[src/timer_irq_pkg.sv]
// constants for the timer channel interrupt enable block
package timer_irq_pkg;
    localparam int N_CH = 6;
    localparam int CNT_W = 16;
    localparam int ADDR_W = 8;
    // register byte offsets
    localparam logic [7:0] ENABLE_BASE = 8'h00;
    localparam logic [7:0] STATUS_BASE = 8'h20;
    localparam logic [7:0] IRQ_PEND_OFS = 8'h40;
    localparam logic [7:0] IRQ_MASK_OFS = 8'h44;
    // enable register fields
    localparam int CONV_TRIGGER_EN_BIT = 7;
    localparam int FIXED_ONE_BIT = 6;
    localparam int UNDERFLOW_IRQ_EN_BIT = 5;
    localparam int OVERFLOW_IRQ_EN_BIT = 4;
    localparam int MATCH_D_IRQ_EN_BIT = 3;
    localparam int MATCH_C_IRQ_EN_BIT = 2;
    localparam int MATCH_B_IRQ_EN_BIT = 1;
    localparam int MATCH_A_IRQ_EN_BIT = 0;
    // status register fields
    localparam int DIR_BIT = 7;
    localparam int UNDERFLOW_FLAG_BIT = 5;
    localparam int OVERFLOW_FLAG_BIT = 4;
    localparam int MATCH_D_FLAG_BIT = 3;
    localparam int MATCH_C_FLAG_BIT = 2;
    localparam int MATCH_B_FLAG_BIT = 1;
    localparam int MATCH_A_FLAG_BIT = 0;
    // reset and read-back values
    localparam logic [7:0] ENABLE_RESET = 8'h40;
    localparam logic [7:0] ENABLE_FIXED_ONES = 8'h40;
    localparam logic [7:0] STATUS_FIXED_ONES = 8'h40;
    localparam logic [7:0] FLAG_RESET = 8'h00;
    localparam logic [5:0] PEND_RESET = 6'h00;
    localparam logic [5:0] MASK_RESET = 6'h00;
    // enable bits writable in every channel, then in the underflow and c/d channel classes only
    localparam logic [7:0] ENABLE_COMMON_MASK = 8'h93;
    localparam logic [7:0] ENABLE_UNDERFLOW_MASK = 8'h20;
    localparam logic [7:0] ENABLE_MATCH_CD_MASK = 8'h0c;
    // channel classes: bit n is channel n
    localparam logic [5:0] UNDERFLOW_CHANNELS = 6'h36;
    localparam logic [5:0] MATCH_CD_CHANNELS = 6'h09;
    // counter wrap points
    localparam logic [15:0] CNT_MIN = 16'h0000;
    localparam logic [15:0] CNT_MAX = 16'hffff;
endpackage

[src/timer_channel_irq_enable.sv]
// six-channel timer interrupt enable, status flags and ahb-lite register slave
// Operation
// RL1: each of the six channels owns its own enable register, gating only that channel's requests.
// RL2: with the conversion-trigger enable (bit 7) set, a register A match or capture issues a conversion start.
// RL3: enable bit 6 always reads 1 and ignores writes.
// RL4: in channels 1, 2, 4 and 5 the underflow request is flag AND enable bit 5.
// RL5: in channels 0 and 3 enable bit 5 reads 0, ignores writes and never gives an underflow request.
// RL6: in every channel the overflow request is flag AND enable bit 4.
// RL7: in channels 0 and 3 the D request is the D flag AND enable bit 3.
// RL8: in channels 1, 2, 4 and 5 enable bit 3 reads 0 and ignores writes.
// RL9: in channels 0 and 3 the C request is the C flag AND enable bit 2.
// RL10: in channels 1, 2, 4 and 5 enable bit 2 reads 0 and ignores writes.
// RL11: in every channel the B request is the B flag AND enable bit 1.
// RL12: in every channel the A request is the A flag AND enable bit 0.
// RL13: the underflow flag sets when the counter in phase counting mode goes from 0x0000 to 0xffff.
// RL14: the overflow flag sets when the counter goes from 0xffff to 0x0000.
// RL15: a flag clears only when written 0 after having been read as 1, removing its request.
// RL16: each request is a level equal to flag AND enable, following either within one clock.
//
// The register addresses and the AHB-Lite slave port were chosen for this implementation.
`timescale 1ns/1ps
`default_nettype none

module timer_channel_irq_enable #(
    parameter int N_CH = timer_irq_pkg::N_CH
) (
    input wire logic mclk_in,
    input wire logic arst_n_in,
    // ahb-lite slave
    input wire logic hsel_in,
    input wire logic [timer_irq_pkg::ADDR_W-1:0] haddr_in,
    input wire logic [1:0] htrans_in,
    input wire logic hwrite_in,
    input wire logic [31:0] hwdata_in,
    input wire logic hready_in,
    output logic [31:0] hrdata_out,
    output logic hreadyout_out,
    output logic hresp_out,
    // counter side, same clock domain
    input wire logic [N_CH*timer_irq_pkg::CNT_W-1:0] channel_counter_in,
    input wire logic [N_CH-1:0] phase_count_mode_in,
    input wire logic [N_CH-1:0] count_up_in,
    input wire logic [N_CH*4-1:0] match_event_in,
    // requests
    output logic [N_CH-1:0] underflow_irq_out,
    output logic [N_CH-1:0] overflow_irq_out,
    output logic [N_CH-1:0] match_d_irq_out,
    output logic [N_CH-1:0] match_c_irq_out,
    output logic [N_CH-1:0] match_b_irq_out,
    output logic [N_CH-1:0] match_a_irq_out,
    output logic [N_CH-1:0] conv_start_out,
    output logic irq_out
);

    ////////////////////////////////////////////////////////////////////////
    // bus slave: one wait state so read data leaves a flip-flop

    logic active_r;
    logic write_r;
    logic [timer_irq_pkg::ADDR_W-1:0] addr_r;
    logic accept;
    logic do_wr;
    logic do_rd;
    logic [2:0] reg_idx;
    logic [2:0] reg_grp;
    logic idx_ok;
    logic sel_enable;
    logic sel_status;
    logic sel_pend;
    logic sel_mask;
    logic [31:0] rd_val;

    assign accept = hsel_in & htrans_in[1] & hready_in;
    assign do_wr = active_r & write_r;
    assign do_rd = active_r & ~write_r;
    assign reg_idx = addr_r[4:2];
    assign reg_grp = addr_r[7:5];
    assign idx_ok = (32'(reg_idx) < N_CH);
    assign sel_enable = (reg_grp == timer_irq_pkg::ENABLE_BASE[7:5]) && idx_ok;
    assign sel_status = (reg_grp == timer_irq_pkg::STATUS_BASE[7:5]) && idx_ok;
    assign sel_pend = (addr_r == timer_irq_pkg::IRQ_PEND_OFS);
    assign sel_mask = (addr_r == timer_irq_pkg::IRQ_MASK_OFS);

    always_ff @(posedge mclk_in or negedge arst_n_in) begin
        if (!arst_n_in) begin
            active_r <= 1'b0;
            write_r <= 1'b0;
            addr_r <= '0;
            hreadyout_out <= 1'b1;
        end else begin
            active_r <= accept;
            hreadyout_out <= ~accept;
            if (accept) begin
                write_r <= hwrite_in;
                addr_r <= {haddr_in[timer_irq_pkg::ADDR_W-1:2], 2'b00};
            end
        end
    end

    always_ff @(posedge mclk_in or negedge arst_n_in) begin
        if (!arst_n_in) begin
            hrdata_out <= 32'h0000_0000;
            hresp_out <= 1'b0;
        end else begin
            hresp_out <= 1'b0;
            if (do_rd) begin
                hrdata_out <= rd_val;
            end
        end
    end

    ////////////////////////////////////////////////////////////////////////
    // per-channel registers

    logic [N_CH-1:0][7:0] enable_view;
    logic [N_CH-1:0][7:0] status_view;
    logic [N_CH-1:0] req_any;
    // rise of the OR of this channel's gated requests, one cycle, feeds the pending register
    logic [N_CH-1:0] req_rise;

    genvar ch;
    generate
        for (ch = 0; ch < N_CH; ch++) begin : g_ch
            localparam bit HAS_UF = timer_irq_pkg::UNDERFLOW_CHANNELS[ch];
            localparam bit HAS_CD = timer_irq_pkg::MATCH_CD_CHANNELS[ch];
            // only bits that exist in this channel are storable
            localparam logic [7:0] WMASK = timer_irq_pkg::ENABLE_COMMON_MASK
                | (HAS_UF ? timer_irq_pkg::ENABLE_UNDERFLOW_MASK : 8'h00)
                | (HAS_CD ? timer_irq_pkg::ENABLE_MATCH_CD_MASK : 8'h00);
            localparam logic [7:0] FMASK = {2'b00, HAS_UF, 1'b1, HAS_CD, HAS_CD, 2'b11};

            logic [7:0] enable_r;
            logic [7:0] flag_r;
            logic [7:0] armed_r;
            logic [7:0] flag_set;
            logic [7:0] flag_clr;
            logic [15:0] cnt_prev_r;
            logic [15:0] cnt_cur;
            logic [3:0] mev;
            logic wr_en;
            logic wr_st;
            logic rd_st;
            logic [7:0] gated;
            logic req_prev_r;

            assign cnt_cur = channel_counter_in[ch*timer_irq_pkg::CNT_W +: timer_irq_pkg::CNT_W];
            assign mev = match_event_in[ch*4 +: 4];
            assign wr_en = do_wr && sel_enable && (32'(reg_idx) == ch);
            assign wr_st = do_wr && sel_status && (32'(reg_idx) == ch);
            assign rd_st = do_rd && sel_status && (32'(reg_idx) == ch);

            // enable register, reserved bits held at zero
            always_ff @(posedge mclk_in or negedge arst_n_in) begin
                if (!arst_n_in) begin
                    enable_r <= timer_irq_pkg::ENABLE_RESET & WMASK;
                end else if (wr_en) begin
                    enable_r <= hwdata_in[7:0] & WMASK; // RL1 RL5 RL8 RL10
                end
            end
            assign enable_view[ch] = enable_r | timer_irq_pkg::ENABLE_FIXED_ONES; // RL3

            // counter wrap detection
            always_ff @(posedge mclk_in or negedge arst_n_in) begin
                if (!arst_n_in) begin
                    cnt_prev_r <= timer_irq_pkg::CNT_MIN;
                end else begin
                    cnt_prev_r <= cnt_cur;
                end
            end

            always_comb begin
                flag_set = 8'h00;
                flag_set[timer_irq_pkg::UNDERFLOW_FLAG_BIT] = HAS_UF && phase_count_mode_in[ch]
                    && (cnt_prev_r == timer_irq_pkg::CNT_MIN) && (cnt_cur == timer_irq_pkg::CNT_MAX); // RL13
                flag_set[timer_irq_pkg::OVERFLOW_FLAG_BIT] = (cnt_prev_r == timer_irq_pkg::CNT_MAX)
                    && (cnt_cur == timer_irq_pkg::CNT_MIN); // RL14
                flag_set[timer_irq_pkg::MATCH_D_FLAG_BIT] = HAS_CD && mev[3];
                flag_set[timer_irq_pkg::MATCH_C_FLAG_BIT] = HAS_CD && mev[2];
                flag_set[timer_irq_pkg::MATCH_B_FLAG_BIT] = mev[1];
                flag_set[timer_irq_pkg::MATCH_A_FLAG_BIT] = mev[0];
            end

            // clear needs a prior read of 1; a new event in the same cycle wins
            assign flag_clr = wr_st ? (armed_r & ~hwdata_in[7:0] & FMASK) : 8'h00; // RL15

            always_ff @(posedge mclk_in or negedge arst_n_in) begin
                if (!arst_n_in) begin
                    flag_r <= timer_irq_pkg::FLAG_RESET;
                end else begin
                    flag_r <= ((flag_r & ~flag_clr) | flag_set) & FMASK; // RL15
                end
            end

            // a write consumes the arming, whatever bits it cleared
            always_ff @(posedge mclk_in or negedge arst_n_in) begin
                if (!arst_n_in) begin
                    armed_r <= 8'h00;
                end else if (wr_st) begin
                    armed_r <= 8'h00;
                end else if (rd_st) begin
                    armed_r <= armed_r | flag_r; // RL15
                end
            end

            assign status_view[ch] = flag_r | timer_irq_pkg::STATUS_FIXED_ONES
                | {(HAS_UF ? count_up_in[ch] : 1'b1), 7'h00};

            assign gated = flag_r & enable_r; // RL16

            always_ff @(posedge mclk_in or negedge arst_n_in) begin
                if (!arst_n_in) begin
                    underflow_irq_out[ch] <= 1'b0;
                    overflow_irq_out[ch] <= 1'b0;
                    match_d_irq_out[ch] <= 1'b0;
                    match_c_irq_out[ch] <= 1'b0;
                    match_b_irq_out[ch] <= 1'b0;
                    match_a_irq_out[ch] <= 1'b0;
                end else begin
                    underflow_irq_out[ch] <= gated[timer_irq_pkg::UNDERFLOW_IRQ_EN_BIT]; // RL4 RL5
                    overflow_irq_out[ch] <= gated[timer_irq_pkg::OVERFLOW_IRQ_EN_BIT]; // RL6
                    match_d_irq_out[ch] <= gated[timer_irq_pkg::MATCH_D_IRQ_EN_BIT]; // RL7
                    match_c_irq_out[ch] <= gated[timer_irq_pkg::MATCH_C_IRQ_EN_BIT]; // RL9
                    match_b_irq_out[ch] <= gated[timer_irq_pkg::MATCH_B_IRQ_EN_BIT]; // RL11
                    match_a_irq_out[ch] <= gated[timer_irq_pkg::MATCH_A_IRQ_EN_BIT]; // RL12
                end
            end

            // conversion start is a one-cycle pulse per register A event
            always_ff @(posedge mclk_in or negedge arst_n_in) begin
                if (!arst_n_in) begin
                    conv_start_out[ch] <= 1'b0;
                end else begin
                    conv_start_out[ch] <= mev[0] & enable_r[timer_irq_pkg::CONV_TRIGGER_EN_BIT]; // RL2
                end
            end

            assign req_any[ch] = |gated[5:0];

            always_ff @(posedge mclk_in or negedge arst_n_in) begin
                if (!arst_n_in) begin
                    req_prev_r <= 1'b0;
                end else begin
                    req_prev_r <= req_any[ch];
                end
            end
            assign req_rise[ch] = req_any[ch] & ~req_prev_r;
        end
    endgenerate

    ////////////////////////////////////////////////////////////////////////
    // summary interrupt: sticky per channel, write one to clear

    // a standing request sets pending once; it must drop before a new rise counts
    logic [N_CH-1:0] pend_r;
    logic [N_CH-1:0] mask_r;
    logic [N_CH-1:0] pend_clr;

    assign pend_clr = (do_wr && sel_pend) ? hwdata_in[N_CH-1:0] : '0;

    always_ff @(posedge mclk_in or negedge arst_n_in) begin
        if (!arst_n_in) begin
            pend_r <= timer_irq_pkg::PEND_RESET[N_CH-1:0];
        end else begin
            // a rising request in the clearing cycle stays pending
            pend_r <= (pend_r & ~pend_clr) | req_rise;
        end
    end

    always_ff @(posedge mclk_in or negedge arst_n_in) begin
        if (!arst_n_in) begin
            mask_r <= timer_irq_pkg::MASK_RESET[N_CH-1:0];
        end else if (do_wr && sel_mask) begin
            mask_r <= hwdata_in[N_CH-1:0];
        end
    end

    always_ff @(posedge mclk_in or negedge arst_n_in) begin
        if (!arst_n_in) begin
            irq_out <= 1'b0;
        end else begin
            irq_out <= |(pend_r & mask_r);
        end
    end

    ////////////////////////////////////////////////////////////////////////
    // read mux; unmapped addresses read zero

    always_comb begin
        rd_val = 32'h0000_0000;
        if (sel_enable) begin
            rd_val[7:0] = enable_view[reg_idx];
        end else if (sel_status) begin
            rd_val[7:0] = status_view[reg_idx];
        end else if (sel_pend) begin
            rd_val[N_CH-1:0] = pend_r;
        end else if (sel_mask) begin
            rd_val[N_CH-1:0] = mask_r;
        end
    end

endmodule

`default_nettype wire

[config.mk]
export PLATFORM = sky130hd
export DESIGN_NAME = timer_channel_irq_enable
export DESIGN_NICKNAME = d
export VERILOG_FILES = /design/src/timer_irq_pkg.sv /design/src/timer_channel_irq_enable.sv
export SDC_FILE = /design/constraint.sdc
export NUM_CORES = 1
export LEC_CHECK = 0
export ABC_CLOCK_PERIOD_IN_PS = 4660
export BUFFER_PORTS_ARGS = -buffer_cell sky130_fd_sc_hd__buf_2
export CORE_ASPECT_RATIO = 1.2
export CORE_UTILIZATION = 50
export DETAILED_ROUTE_END_ITERATION = 10
export PLACE_DENSITY = 0.73
export SYNTH_ARGS = -nofsm -noshare
export SYNTH_HDL_FRONTEND = slang
export SYNTH_SLANG_ARGS = --single-unit
[constraint.sdc]
create_clock -name mclk_in -period 4.66 [get_ports mclk_in]
set_input_delay 0.466 -clock mclk_in [delete_from_list [all_inputs] [get_ports mclk_in]]
set_output_delay 0.466 -clock mclk_in [all_outputs]
set_load 0.05 [all_outputs]
==> metrics.yaml <==
netlist_instances: 785
critPathKind: "register to register"
post_cts_buffers: 0
cp_max_fo: 23
grt_start_max_net_pins: 105
viasPerCell: 5.55
worstSetupStartpoint: "addr_r[2]"
arrival_ns: 3.13
io_buffers: 180
drc: 0
cts_tree: "built"
clock_sinks: 248
p_per_area_mw_per_mm2: 447
post-place-ws_ns: 2.07
grt-ovfl-total: 0
whs_ns: -0.0177
final_layout_size_suffix_gt1_share_pct: 29.8
grt_pass1_vias: 6977
tightest_slew_ns: 0.933
relSlewSlack_pct: 37.3
cts_hold_buffers: 0
cts_root_buf: "clkbuf_16"
setup_violations: 0
dr_total_vias: 6977
syn-cell-area_mm2: 0.00987
start_util_pct: 51.6
gp_congestion: 0.854
antenna_left: 0
synthToLayoutAreaGrowth_pct: 19.9
netlist.area_leader.share_pct: 62.6
antenna_found_initial: 3
grt_use_total_pct: 23.5
fin_crit_ns: 2.72
place_hpwl_um: 16700
start_kind: "register"
grt_pass1_wl_um: 36600
grt_setup_unrepaired: "no"
ys_async_sr_fraction_pct: 100
cts_resized: 0
nets: 1157
yosys.area.top_type: "dfrtp_1"
synth_area_leaders: "dfrtp_1 63%, mux2_2 5.0%, nand4_1 3.5%"
reg2reg_from: "addr_r[2]"
drtPass1Iterations: 5
avgSynthCellArea_um2: 12.6
status: "finished with violations"
clk_pin_slew_worst_paths_ns: 0.06
die-area_mm2: 0.0203
slew_viol_final: 0
ys_ff_latch: 248
yosysWarnings: 0
fin_util_pct: 61.9
fin_crit_sh_pct: 58.4
fill_cells: 1577
p_total_uw: 5290
required_ns: 5.07
postRouteWirelength_um: 23000
tns_ns: 0
ys_seq_area_share_pct: 62.9
cts_buffers: 25
place_area_mm2: 0.0109
yosysUniqueCellTypes: 54
final_cell_mix: "247 x dfrtp_1, 179 x buf_2, 56 x nand4_1, 44 x nor2_1, 44 x mux2_2"
violations: "hold timing"
design_area_mm2: 0.0118
hold_viol: 29
rows: 55
peakVddDrop_mv: 0.317
wl_per_cell_um: 18.3
skew_ns: 0.0156
fmax_ghz: 0.368
die_h_um: 156
maxCapViolCount: 0
core_mm2: 0.0191
hold_class: "input pin to async pin"
fp.dieW_um: 130
finalWorstSetupSlack_ns: 1.94
synth_edf_count: 0
drt_iter0_drc: 362
htree_levels: 1
synth_flop_cell: "dfrtp_1"
clk_latency_ns: 0.53
io_pins: 256
endpoint_kind: "register"
leakagePower_uw: 0.00551
final_common_cell: "dfrtp_1"
cts_buffer_depth: 3
[cell families (layout without fill, tap and decap cells)]
logic type	after synthesis	count (layout)	share of synthesized area (%)
DFF	248	248	62.9
other	1	38	0.0380
muxes	64	64	7.43
buffers and inverters	81	259	4.56
AOI/OAI and AO/OA	104	104	7.20
and+or+nand+nor	287	287	17.9
[cell type report]
cell class	count	area, um2	share of cell area, %
antenna	3	7.51	0.0634
clock buffer	30	654	5.53
clock inverter	16	238	2.01
inverter	28	105	0.888
multi-input combinational	490	3340	28.2
sequential	248	6210	52.4
tap	256	320	2.71
timing repair buffer	185	961	8.12
[through the flow]
step                      hold slack, ns  cells
after global placement             0.467   1207
final                            -0.0177   1256
after global routing              0.0302   1254
after floorplan                    0.170    819
after CTS                         0.0111   1253
after detailed placement           0.483   1207
[layer usage]
metal  global-route usage (%)  vias up  part of all wire (%)  wire [um]
li1                         -     3206                     -          -
met5                        0        -                 0.048         11
met2                     39.5      252                    51      11800
met1                     30.9     3469                    40       9130
met3                     3.57       48                   6.3       1440
met4                     8.69        2                   2.8        652
[worst max-delay path, stage by stage (launching register included)]
cell,delay (ns)
dfrtp_1,0.86
buf_4,0.43
nor3b_1,0.39
nand4_1,0.28
or3b_1,0.45
a21o_1,0.18
[synthesized netlist by cell type, types with 4 or more instances]
library cell  count
buf_4            36
nor3b_1           7
o21ai_0          17
nand2b_1          7
nor4_1           39
nor3_1           12
o2bb2ai_1         8
nor2_2            4
nand3b_1         19
nor4_4            5
a22o_1            6
or3b_1            7
nand3_1           5
mux2i_1          17
nor2_1           44
nor2b_1           4
or4_1            12
clkbuf_1          6
a31oi_1           6
nand4_1          56
mux2_2           44
and2_1           16
nand2_1          34
dfrtp_1         247
and3_1            4
buf_2             9
inv_1            27
a21oi_1          29
a21o_1           16
[final timing paths]
check,slack (ns),cells after the start,endpoint
hold / removal,-0.02,1,g_ch[0].cnt_prev_r[2]
hold reg to reg,0.49,2,g_ch[5].armed_r[5]
setup / recovery,1.94,5,g_ch[1].flag_r[1]
setup reg to reg,1.94,5,g_ch[1].flag_r[1]
min in group mclk_in,0.06,1,g_ch[3].cnt_prev_r[8]
max in group asynchronous,3.48,2,g_ch[3].cnt_prev_r[6]
[state kept, by name, summed over array words and instances, names as in the netlist, 8 cells and up]
| register | count |
|---|---|
| g_ch.enable_r | 32 |
| hrdata_out | 8 |
| g_ch.armed_r | 26 |
| g_ch.flag_r | 26 |
| g_ch.cnt_prev_r | 96 |
[where the power goes]
group,internal [uW],leakage (uW),switching (uW)
sequential,2320,0.00303,121
clock,1340,0.000445,812
combinational,222,0.00204,488
total,3870,0.00551,1420
(Power assumes the default switching activity.)
